==> src/logic/reset_seq_pkg.sv <==
// Constants, types and rule overview for the reset sequencer
// Overview of operation
// - Power-on or brown-out is cold; clock source comes from boot select field.
// - All other resets are warm and keep the current oscillator selection bits.
// - Power-on holds reset until supply is good plus the power-on delay.
// - Brown-out holds reset until supply is good plus the brown-out delay.
// - Power-up timer follows brown-out; its end releases reset and starts oscillator.
// - Three-bit select gives eight power-up delays from 0 to 128 ms.
// - Brown-out plus power-up delay restarts whenever supply rises above trip.
// - Clock-ready wait depends on oscillator mode: start-up, counter, lock.
// - Crystal modes count 1024 oscillator periods before the clock is ready.
// - With the clock ready, execution starts at program address zero.
// - Clock-fail monitor, if enabled, starts after clock ready plus its delay.
// - Power-on sets the power-on flag, bit 0 of reset control.
// - Brown-out sets the brown-out flag, bit 1 of reset control.
// - Reset pin is driven low externally; only pulses over minimum width reset.
// - Reset from the pin sets the external-reset flag.
// - Software reset asserts system reset without touching the clock.
// - Software reset releases on the next cycle, then vector fetch begins.
// - Software reset sets the software-reset flag, bit 6.
// - System reset is active whenever any reset source is active.
// - Power-on clears all flags but power-on; software may write any flag.
// - Watchdog time-out resets asynchronously, keeps clock; in sleep it wakes.
package reset_seq_pkg;
  // ----------------------------------------
  // Timing
  // ----------------------------------------
  localparam int CLK_PERIOD_NS      = 20;
  localparam int POWER_ON_DELAY_US  = 10;
  localparam int BROWNOUT_DELAY_US  = 10;
  localparam int PIN_MIN_WIDTH_NS   = 2000;
  localparam int FRC_START_NS       = 1100;
  localparam int LOW_POWER_RC_OSC_START_US      = 70;
  localparam int PRI_START_US       = 10;
  localparam int PLL_LOCK_US        = 1500;
  localparam int MONITOR_DELAY_US   = 20;
  localparam int MS_NS              = 1000000;
  localparam int POWER_ON_CYCLES    = (POWER_ON_DELAY_US * 1000 + CLK_PERIOD_NS - 1) / CLK_PERIOD_NS;
  localparam int BROWNOUT_CYCLES    = (BROWNOUT_DELAY_US * 1000 + CLK_PERIOD_NS - 1) / CLK_PERIOD_NS;
  localparam int PIN_MIN_CYCLES     = (PIN_MIN_WIDTH_NS + CLK_PERIOD_NS - 1) / CLK_PERIOD_NS;
  localparam int FRC_START_CYCLES   = FRC_START_NS / CLK_PERIOD_NS;
  localparam int LOW_POWER_RC_OSC_START_CYCLES  = LOW_POWER_RC_OSC_START_US * 1000 / CLK_PERIOD_NS;
  localparam int PRI_START_CYCLES   = PRI_START_US * 1000 / CLK_PERIOD_NS;
  localparam int PLL_LOCK_CYCLES    = PLL_LOCK_US * 1000 / CLK_PERIOD_NS;
  localparam int MONITOR_CYCLES     = (MONITOR_DELAY_US * 1000 + CLK_PERIOD_NS - 1) / CLK_PERIOD_NS;
  localparam int MS_CYCLES          = MS_NS / CLK_PERIOD_NS;
  localparam int OST_PERIODS        = 1024;
  localparam logic [23:0] RESET_VECTOR = 24'h000000;
  // ----------------------------------------
  // Register map and fields
  // ----------------------------------------
  localparam logic [5:0]  IDX_RESET_CTRL = 6'h00;
  localparam logic [5:0]  IDX_OSC_CTRL   = 6'h01;
  localparam logic [5:0]  IDX_STATUS     = 6'h02;
  localparam logic [5:0]  IDX_CONTROL    = 6'h03;
  localparam int          RC_POR_BIT     = 0;
  localparam int          RC_BOR_BIT     = 1;
  localparam int          RC_WATCHDOG_TIMEOUT_FLAG_BIT    = 4;
  localparam int          RC_SWR_BIT     = 6;
  localparam int          RC_EXT_BIT     = 7;
  localparam logic [15:0] RC_MASK        = 16'h00d3;
  localparam logic [15:0] RC_RESET       = 16'h0001;
  localparam int          OSC_CUR_LSB    = 12;
  localparam int          CTRL_SOFT_BIT  = 0;
  localparam int          CTRL_MON_BIT   = 1;
  localparam logic [2:0]  OSC_CUR_RESET  = 3'h0;
  // ----------------------------------------
  // Oscillator codes
  // ----------------------------------------
  localparam logic [2:0]  OSC_FRC        = 3'h0;
  localparam logic [2:0]  OSC_FRC_PLL    = 3'h1;
  localparam logic [2:0]  OSC_PRI        = 3'h2;
  localparam logic [2:0]  OSC_PRI_PLL    = 3'h3;
  localparam logic [2:0]  OSC_LOW_POWER_RC_OSC       = 3'h5;
  typedef enum logic [1:0] {PRI_EC, PRI_XT, PRI_HS} pri_mode_t;
  typedef struct packed {
    pri_mode_t  primary_mode;
    logic [2:0] boot_osc_select;
  } osc_config_word_t;
  typedef struct packed {
    logic [2:0] powerup_delay_select;
  } power_config_word_t;
  typedef struct packed {
    logic        hsel;
    logic [31:0] haddr;
    logic [1:0]  htrans;
    logic        hwrite;
    logic [2:0]  hsize;
    logic [31:0] hwdata;
    logic        hready;
  } ahb_req_t;
  typedef struct packed {
    logic [31:0] hrdata;
    logic        hreadyout;
    logic        hresp;
  } ahb_rsp_t;
endpackage

==> src/logic/reset_sequencer_status.sv <==
// Reset source combiner, cold/warm sequencer and reset cause flags
//
// Design decisions made here: the address map and register access over AHB-Lite.
`timescale 1ns/1ns
module reset_sequencer_status #(
  parameter int unsigned CYCLES_PER_MS = reset_seq_pkg::MS_CYCLES,
  parameter int unsigned LOCK_CYCLES   = reset_seq_pkg::PLL_LOCK_CYCLES,
  parameter int unsigned PIN_CYCLES    = reset_seq_pkg::PIN_MIN_CYCLES,
  parameter int unsigned OST_COUNT     = reset_seq_pkg::OST_PERIODS
) (
  input  wire  logic                               ref_clk,
  input  wire  logic                               rst,
  input  wire  reset_seq_pkg::ahb_req_t            ahb_req,
  output       reset_seq_pkg::ahb_rsp_t            ahb_rsp,
  input  wire  logic                               por_supply_low,
  input  wire  logic                               bor_supply_low,
  input  wire  logic                               external_reset_pin_n,
  input  wire  logic                               osc_clk_tick,
  input  wire  logic                               watchdog_timeout,
  input  wire  logic                               cpu_sleeping,
  input  wire  reset_seq_pkg::osc_config_word_t    osc_config_word,
  input  wire  reset_seq_pkg::power_config_word_t  power_config_word,
  output       logic                               system_reset,
  output       logic                               osc_enable,
  output       logic                               clock_ready,
  output       logic                               fetch_start,
  output       logic [23:0]                        reset_vector,
  output       logic [2:0]                         current_osc_select,
  output       logic                               clock_fail_monitor,
  output       logic                               wake_event
);
  import reset_seq_pkg::*;

  // ----------------------------------------
  // State
  // ----------------------------------------
  typedef enum logic [3:0] {
    SEQ_POR, SEQ_BOR, SEQ_POWERUP_TIMER, SEQ_OSCD, SEQ_OST, SEQ_LOCK, SEQ_RUN, SEQ_WARM, SEQ_SOFT
  } seq_state_t;

  typedef struct packed {
    seq_state_t  state;
    logic [31:0] count;
    logic [10:0] ticks;
    logic [15:0] pin_cnt;
    logic [3:0]  sy1;
    logic [3:0]  sy2;
    logic [3:0]  sy3;
    logic [3:0]  stable;
    logic        tick_prev;
    logic        cold;
    logic [2:0]  osc_cur;
    logic [15:0] reset_control_reg;
    logic        mon_en;
    logic        mon_active;
    logic        fetch;
    logic        wake;
    logic        a_valid;
    logic        a_write;
    logic [5:0]  a_idx;
    logic [31:0] rdata;
  } state_t;

  localparam logic [3:0] SYNC_IDLE = 4'h4;

  state_t state_reg;
  state_t state_next;

  // ----------------------------------------
  // Helpers
  // ----------------------------------------
  function automatic logic [31:0] powerup_timer_cycles(input logic [2:0] sel);
    powerup_timer_cycles = (sel == 3'h0) ? 32'h0 : ((32'h1 << sel) * 32'(CYCLES_PER_MS));
  endfunction

  function automatic logic [31:0] oscd_cycles(input logic [2:0] osc, input pri_mode_t pm);
    if (osc == OSC_LOW_POWER_RC_OSC)
    begin
      oscd_cycles = 32'(LOW_POWER_RC_OSC_START_CYCLES);
    end
    else if (osc == OSC_PRI || osc == OSC_PRI_PLL)
    begin
      oscd_cycles = (pm == PRI_EC) ? 32'h0 : 32'(PRI_START_CYCLES);
    end
    else
    begin
      oscd_cycles = 32'(FRC_START_CYCLES);
    end
  endfunction

  function automatic logic uses_ost(input logic [2:0] osc, input pri_mode_t pm);
    uses_ost = (osc == OSC_PRI || osc == OSC_PRI_PLL) && (pm != PRI_EC);
  endfunction

  function automatic logic uses_pll(input logic [2:0] osc);
    uses_pll = (osc == OSC_FRC_PLL) || (osc == OSC_PRI_PLL);
  endfunction

  function automatic logic [31:0] read_word(input state_t s, input logic [5:0] idx);
    read_word = 32'h0;
    if (idx == IDX_RESET_CTRL)
    begin
      read_word[15:0] = s.reset_control_reg;
    end
    else if (idx == IDX_OSC_CTRL)
    begin
      read_word[OSC_CUR_LSB +: 3] = s.osc_cur;
    end
    else if (idx == IDX_STATUS)
    begin
      read_word[3:0] = s.state;
      read_word[4]   = s.state == SEQ_RUN;
      read_word[5]   = s.mon_active;
      read_word[6]   = s.cold;
    end
    else if (idx == IDX_CONTROL)
    begin
      read_word[CTRL_MON_BIT] = s.mon_en;
    end
  endfunction

  // ----------------------------------------
  // Next state
  // ----------------------------------------
  logic por_low;
  logic bor_low;
  logic pin_low;
  logic tick_rise;
  logic pin_active;
  logic soft_req;
  logic wdt_reset;

  always_comb
  begin
    state_next = state_reg;
    // Input synchronisers; a change counts when stages two and three agree
    state_next.sy1 = {osc_clk_tick, external_reset_pin_n, bor_supply_low, por_supply_low};
    state_next.sy2 = state_reg.sy1;
    state_next.sy3 = state_reg.sy2;
    state_next.stable = (~(state_reg.sy2 ^ state_reg.sy3) & state_reg.sy3)
                      | ((state_reg.sy2 ^ state_reg.sy3) & state_reg.stable);
    por_low   = state_reg.stable[0];
    bor_low   = state_reg.stable[1];
    pin_low   = ~state_reg.stable[2];
    tick_rise = state_reg.stable[3] & ~state_reg.tick_prev;
    state_next.tick_prev = state_reg.stable[3];

    // Glitch filter: only a low lasting the minimum width counts
    if (pin_low)
    begin
      if (state_reg.pin_cnt < 16'(PIN_CYCLES))
      begin
        state_next.pin_cnt = state_reg.pin_cnt + 16'h1;
      end
    end
    else
    begin
      state_next.pin_cnt = 16'h0;
    end
    pin_active = state_reg.pin_cnt >= 16'(PIN_CYCLES);
    wdt_reset  = watchdog_timeout & ~cpu_sleeping;

    state_next.count = state_reg.count + 32'h1;
    state_next.fetch = 1'b0;
    state_next.wake  = 1'b0;

    // Bus: address phase captured, data phase applied one edge later
    soft_req = 1'b0;
    state_next.a_valid = ahb_req.hsel & ahb_req.htrans[1] & ahb_req.hready;
    if (state_next.a_valid)
    begin
      state_next.a_write = ahb_req.hwrite;
      state_next.a_idx   = ahb_req.haddr[7:2];
      state_next.rdata   = (ahb_req.hwrite || ahb_req.haddr[31:8] != 24'h0) ? 32'h0
                         : read_word(state_reg, ahb_req.haddr[7:2]);
    end
    if (state_reg.a_valid && state_reg.a_write)
    begin
      if (state_reg.a_idx == IDX_RESET_CTRL)
      begin
        state_next.reset_control_reg = ahb_req.hwdata[15:0] & RC_MASK;
      end
      else if (state_reg.a_idx == IDX_CONTROL)
      begin
        soft_req = ahb_req.hwdata[CTRL_SOFT_BIT];
        state_next.mon_en = ahb_req.hwdata[CTRL_MON_BIT];
      end
    end

    // Sequencer
    unique case (state_reg.state)
      SEQ_POR:
      begin
        if (state_reg.count >= 32'(POWER_ON_CYCLES))
        begin
          state_next.state = SEQ_BOR;
          state_next.count = 32'h0;
        end
      end
      SEQ_BOR:
      begin
        if (state_reg.count >= 32'(BROWNOUT_CYCLES))
        begin
          state_next.state = SEQ_POWERUP_TIMER;
          state_next.count = 32'h0;
        end
      end
      SEQ_POWERUP_TIMER:
      begin
        if (state_reg.count >= powerup_timer_cycles(power_config_word.powerup_delay_select))
        begin
          state_next.state = SEQ_OSCD;
          state_next.count = 32'h0;
          if (state_reg.cold)
          begin
            state_next.osc_cur = osc_config_word.boot_osc_select;
          end
        end
      end
      SEQ_OSCD:
      begin
        if (state_reg.count >= oscd_cycles(state_reg.osc_cur, osc_config_word.primary_mode))
        begin
          state_next.count = 32'h0;
          state_next.ticks = 11'h0;
          if (uses_ost(state_reg.osc_cur, osc_config_word.primary_mode))
          begin
            state_next.state = SEQ_OST;
          end
          else if (uses_pll(state_reg.osc_cur))
          begin
            state_next.state = SEQ_LOCK;
          end
          else
          begin
            state_next.state = SEQ_RUN;
            state_next.fetch = 1'b1;
          end
        end
      end
      SEQ_OST:
      begin
        if (tick_rise)
        begin
          state_next.ticks = state_reg.ticks + 11'h1;
        end
        if (state_reg.ticks >= 11'(OST_COUNT))
        begin
          state_next.count = 32'h0;
          if (uses_pll(state_reg.osc_cur))
          begin
            state_next.state = SEQ_LOCK;
          end
          else
          begin
            state_next.state = SEQ_RUN;
            state_next.fetch = 1'b1;
          end
        end
      end
      SEQ_LOCK:
      begin
        if (state_reg.count >= 32'(LOCK_CYCLES))
        begin
          state_next.state = SEQ_RUN;
          state_next.count = 32'h0;
          state_next.fetch = 1'b1;
        end
      end
      SEQ_RUN:
      begin
        state_next.cold = 1'b0;
        // Saturate so the monitor never drops out on wrap
        if (state_reg.count >= 32'(MONITOR_CYCLES))
        begin
          state_next.count = state_reg.count;
          state_next.mon_active = state_reg.mon_en;
        end
        if (!state_reg.mon_en)
        begin
          state_next.mon_active = 1'b0;
        end
      end
      SEQ_WARM, SEQ_SOFT:
      begin
        // Clock is kept, so release goes straight to the vector fetch
        state_next.state = SEQ_RUN;
        state_next.count = 32'h0;
        state_next.fetch = 1'b1;
      end
    endcase

    // Reset sources, highest first; flag sets come after the bus write
    if (por_low)
    begin
      state_next.state = SEQ_POR;
      state_next.count = 32'h0;
      state_next.cold  = 1'b1;
      state_next.reset_control_reg  = RC_RESET;
      state_next.fetch = 1'b0;
      state_next.mon_active = 1'b0;
    end
    else if (bor_low)
    begin
      // Any dip restarts the whole brown-out plus power-up wait
      if (state_reg.state != SEQ_POR)
      begin
        state_next.state = SEQ_BOR;
        state_next.count = 32'h0;
        state_next.reset_control_reg[RC_BOR_BIT] = 1'b1;
      end
      else
      begin
        state_next.count = state_reg.count;
      end
      state_next.cold  = 1'b1;
      state_next.fetch = 1'b0;
      state_next.mon_active = 1'b0;
    end
    else if (state_reg.state == SEQ_POR || state_reg.state == SEQ_BOR
          || state_reg.state == SEQ_POWERUP_TIMER)
    begin
      // During the cold sequence only the pin adds its flag; watchdog and software requests set no flag
      if (pin_active)
      begin
        state_next.reset_control_reg[RC_EXT_BIT] = 1'b1;
      end
    end
    else if (pin_active)
    begin
      state_next.state = SEQ_WARM;
      state_next.reset_control_reg[RC_EXT_BIT] = 1'b1;
      state_next.fetch = 1'b0;
      state_next.mon_active = 1'b0;
    end
    else if (wdt_reset)
    begin
      state_next.state = SEQ_WARM;
      state_next.reset_control_reg[RC_WATCHDOG_TIMEOUT_FLAG_BIT] = 1'b1;
      state_next.fetch = 1'b0;
      state_next.mon_active = 1'b0;
    end
    else if (soft_req)
    begin
      state_next.state = SEQ_SOFT;
      state_next.reset_control_reg[RC_SWR_BIT] = 1'b1;
      state_next.fetch = 1'b0;
      state_next.mon_active = 1'b0;
    end
    if (watchdog_timeout && cpu_sleeping && !por_low && !bor_low)
    begin
      state_next.wake = 1'b1;
    end
  end

  // ----------------------------------------
  // Registers
  // ----------------------------------------
  always_ff @(posedge ref_clk)
  begin
    if (rst)
    begin
      state_reg.state      <= SEQ_POR;
      state_reg.count      <= 32'h0;
      state_reg.ticks      <= 11'h0;
      state_reg.pin_cnt    <= 16'h0;
      state_reg.sy1        <= SYNC_IDLE;
      state_reg.sy2        <= SYNC_IDLE;
      state_reg.sy3        <= SYNC_IDLE;
      state_reg.stable     <= SYNC_IDLE;
      state_reg.tick_prev  <= 1'b0;
      state_reg.cold       <= 1'b1;
      state_reg.osc_cur    <= OSC_CUR_RESET;
      state_reg.reset_control_reg       <= RC_RESET;
      state_reg.mon_en     <= 1'b0;
      state_reg.mon_active <= 1'b0;
      state_reg.fetch      <= 1'b0;
      state_reg.wake       <= 1'b0;
      state_reg.a_valid    <= 1'b0;
      state_reg.a_write    <= 1'b0;
      state_reg.a_idx      <= 6'h0;
      state_reg.rdata      <= 32'h0;
    end
    else
    begin
      state_reg <= state_next;
    end
  end

  // ----------------------------------------
  // Outputs
  // ----------------------------------------
  // Watchdog and pin paths bypass the state so reset rises in the same cycle
  assign system_reset = (state_reg.state == SEQ_POR) || (state_reg.state == SEQ_BOR)
                     || (state_reg.state == SEQ_POWERUP_TIMER) || (state_reg.state == SEQ_WARM)
                     || (state_reg.state == SEQ_SOFT) || pin_active || wdt_reset;
  assign osc_enable         = ~((state_reg.state == SEQ_POR) || (state_reg.state == SEQ_BOR)
                             || (state_reg.state == SEQ_POWERUP_TIMER));
  assign clock_ready        = state_reg.state == SEQ_RUN;
  assign fetch_start        = state_reg.fetch;
  assign reset_vector       = RESET_VECTOR;
  assign current_osc_select = state_reg.osc_cur;
  assign clock_fail_monitor = state_reg.mon_active;
  assign wake_event         = state_reg.wake;
  assign ahb_rsp.hrdata     = state_reg.rdata;
  assign ahb_rsp.hreadyout  = 1'b1;
  assign ahb_rsp.hresp      = 1'b0;
endmodule // reset_sequencer_status

==> config.mk <==
export PLATFORM = sky130hd
export DESIGN_NAME = reset_sequencer_status
export DESIGN_NICKNAME = d
export VERILOG_FILES = /design/src/logic/reset_seq_pkg.sv /design/src/logic/reset_sequencer_status.sv
export SDC_FILE = /design/constraint.sdc
export NUM_CORES = 1
export LEC_CHECK = 0
export ABC_AREA = 1
export BUFFER_PORTS_ARGS = -buffer_cell sky130_fd_sc_hd__clkbuf_2
export CAP_MARGIN = 20
export CORE_UTILIZATION = 52
export CTS_CLUSTER_SIZE = 20
export DETAILED_ROUTE_END_ITERATION = 16
export HOLD_SLACK_MARGIN = 0.06
export PLACE_DENSITY = 0.84
export RECOVER_POWER = 25
export REMOVE_ABC_BUFFERS = 1
export SYNTH_ARGS = -nofsm -noshare
export SYNTH_HDL_FRONTEND = slang
export SYNTH_SLANG_ARGS = --single-unit
==> constraint.sdc <==
create_clock -name ref_clk -period 7.3 [get_ports ref_clk]
set_input_delay 0.365 -clock ref_clk [delete_from_list [all_inputs] [get_ports ref_clk]]
set_output_delay 0.365 -clock ref_clk [all_outputs]
set_load 0.01 [all_outputs]
==> flow_summary_export.csv <==
group,metric,value,unit
detailed_routing,drt-total-wl,20700,um
placement,gp_congestion,0.916,
timing,worstMarginPinSlew,1.57,ns
die,dieArea,0.0177,mm^2
clocking,cts_buffers,9,
clocking,clock_latency,0.35,ns
layout,fin_nets,1574,
outcome,violations,"max-capacitance violations, max-slew violations",
worst_setup_path,rrSetupSlack,4.51,ns
run,maxCapViolations,1,
worst_setup_path,reg2reg_from,"state_reg[142]",
hold_path,holdCritStartpoint,"external_reset_pin_n",
synth,synth_top_family_by_area,"simple AND/OR/NAND/NOR gates",
synth,synth_area_per_cell,6.76,um^2
timing,maxSlewHeadroom,-4.99,%
pwr,power_density,141,mW/mm^2
detailed_routing,viasPerCell,5.27,
layout,syn2layout_area_growth,6.60,%
worst_setup_path,cp_slowest_cell,"fa_1",
worst_setup_path,critPathArrivalTime,5.95,ns
synth,synth_mux_area_share,0,%
die,die_y,133,um
clocking,clock_sinks,112,
worst_setup_path,cp_common_cell,"nand2_1",
hold_path,holdPathStages,2,
timing,rsz0062_at_grt,"false",
clocking,clk_path_buf_depth,2,
global_route,grt_first_pass_wirelength,35400,um
detailed_routing,routed-via-count,8425,
timing,finalMaxSlewViolations,36,
worst_setup_path,critPathKind,"in -> reg",
global_route,grt-ovfl-total,0,
synth,ys_ff_latch,112,
detailed_routing,final_antenna_net_count,0,
timing,setup_viol,0,
timing,hold_viol_final,0,
clocking,cts_tree,"yes",
worst_setup_path,end_kind,"flop",
die,rows,47,
die,die_x,133,um
worst_setup_path,crit_fanout,9,
synth,yosys.area_share.simple,30.3,%
pwr,leakage,4.51,nW
synth,synth-edff-count,0,
timing,clock.fmax,175,MHz
clocking,htree_levels,3,
timing,fin_crit,5.72,ns
detailed_routing,wire_per_inst,13.0,um
global_route,grt_pass1_vias,7907,
layout,diodes,0,
global_route,gr-usage-all-layers,24.2,%
pwr,ir_drop,0.000103,V
layout,final_util,57.2,%
synth,async_flop_share,0,%
outcome,outcome,"finished with violations",
die,ios,155,
worst_setup_path,timing.rr.end,"state_reg[109]",
synth,syn_area,0.00892,mm^2
detailed_routing,drc_errors,0,
clocking,root_buffer,"clkbuf_16",
global_route,antenna_found_initial,0,
detailed_routing,dr.pass1.iters,5,
synth,synthesis.instances,1320,
die,coreArea,0.0166,mm^2
worst_setup_path,worst_setup_path_start_kind,"input pin",
detailed_routing,drtIter0Drc,522,
synth,synthAdderAreaFrac,16.5,%
hold_path,min_to,"state_next[75]",
die,start_util,53.6,%
clocking,cts.clk_slew.worst_paths,0.09,ns
synth,yosys_warnings,0,
synth,yosysSeqAreaShare,25.1,%
synth,synth_cell_types,48,
worst_setup_path,crit_path_max_incr_delay,0.55,ns
placement,place_hpwl,16500,um
synth,synthFlopType,"dfxtp_1",
synth,synth-compound-area-share,11.8,%
placement,portBuffers,74,
timing,finClkSkew,0.00775,ns
timing,timing.setup.tns,0,ns
worst_setup_path,cp_data_required_time,7.53,ns
clocking,postCtsSetupBuffers,0,
worst_setup_path,reg2reg_depth,10,
clocking,cts_hold_buf,0,
layout,drive_gt1_share,9.93,%
global_route,grt_max_degree,36,
timing,period_share,78.3,%
worst_setup_path,crit_path_start,"power_config_word[1]",
hold_path,hold_path_class,"in -> reg",
layout,largest_reg_flops,83,
clocking,cts_resized,0,
layout,fillerInstances,1564,
synth,synth_xor_area_share,1.96,%
==> cell type report <==
cell class / instances / area, um^2 / share of cell area, %
multi-input combinational: 985 / 5590 / 58.8
sequential: 112 / 2240 / 23.6
inverter: 190 / 713 / 7.50
timing repair buffer: 77 / 373 / 3.92
tap: 220 / 275 / 2.89
clock buffer: 9 / 225 / 2.37
clock inverter: 7 / 93.8 / 0.986
==> synth_stat cells, types with 15 or more instances <==
library cell	n	area (um^2)
dfxtp_1	112	2240
inv_1	178	668
o21ai_0	59	295
ha_1	100	1250
nor2_1	150	563
buf_4	64	480
nor3_1	31	155
nand3_1	86	430
nand4_1	22	138
o21ai_1	15	75.1
nand2_1	265	995
a21oi_1	88	440
==> kinds of logic after synthesis <==
kind of cell               count (synthesis)
buffers and inverters                    272
and+or+nand+nor                          610
xor gates and xnor gates                  20
DFF                                      112
adders and majority gates                111
AOI/OAI and AO/OA                        193
other                                      2
==> critical path: cells and delay by family <==
family / cells / cell delay (ns)
adders and majority gates: 7 / 2.41
buffers and inverters: 4 / 0.34
AOI/OAI and AO/OA: 5 / 0.67
and+or+nand+nor: 18 / 2.14
==> routing by layer <==
metal | track usage [%] | vias to the layer above | part of all wire (%)
met1 | 30.1 | 3773 | 44
li1 | - | 4296 | -
met3 | 2.49 | 55 | 5.7
met5 | 0 | - | 0
met2 | 42.8 | 301 | 47
met4 | 9.13 | 0 | 3.0
==> worst max-delay path by stage <==
| stage | end | slack (ns) | cells past startpoint |
|---|---|---|---|
| floorplan | state_reg[110] | 1.98 | 33 |
| global placement | state_reg[111] | 1.40 | 34 |
| detailed placement | state_reg[111] | 1.29 | 34 |
| CTS | state_reg[111] | 1.63 | 34 |
| global route | state_reg[125] | 0.95 | 34 |
| finish | state_reg[108] | 1.58 | 34 |
==> through the flow <==
step	total power [mW]	worst slack, ns	instance area [um^2]	instances	hold WS, ns
after global routing	1.40	0.949	9510	1600	0.181
after detailed placement	0.830	1.29	9210	1584	0.398
after CTS	1.34	1.63	9530	1600	0.176
after floorplan	0.773	1.98	8550	1287	0.388
final	1.34	1.58	9510	1600	0.180
after global placement	0.823	1.40	9210	1584	0.391
==> placed cells by master (no fill, tap or decap), types with 11 or more instances in the layout <==
| cell type | count |
|---|---|
| o21ai_1 | 15 |
| nand2_1 | 265 |
| nand4_1 | 22 |
| inv_1 | 178 |
| a21oi_1 | 88 |
| o21ai_2 | 11 |
| nor3_1 | 31 |
| fa_1 | 11 |
| nand3_1 | 86 |
| nor2_1 | 150 |
| o21ai_0 | 59 |
| clkbuf_1 | 14 |
| dfxtp_1 | 112 |
| clkbuf_2 | 61 |
| xor2_1 | 14 |
| conb_1 | 51 |
| ha_1 | 100 |
==> power by group <==
part	switching, mW	internal, mW
Clock	0.267	0.252
Combinational	0.126	0.0716
Sequential	0.00421	0.617
(Power assumes the default switching activity.)
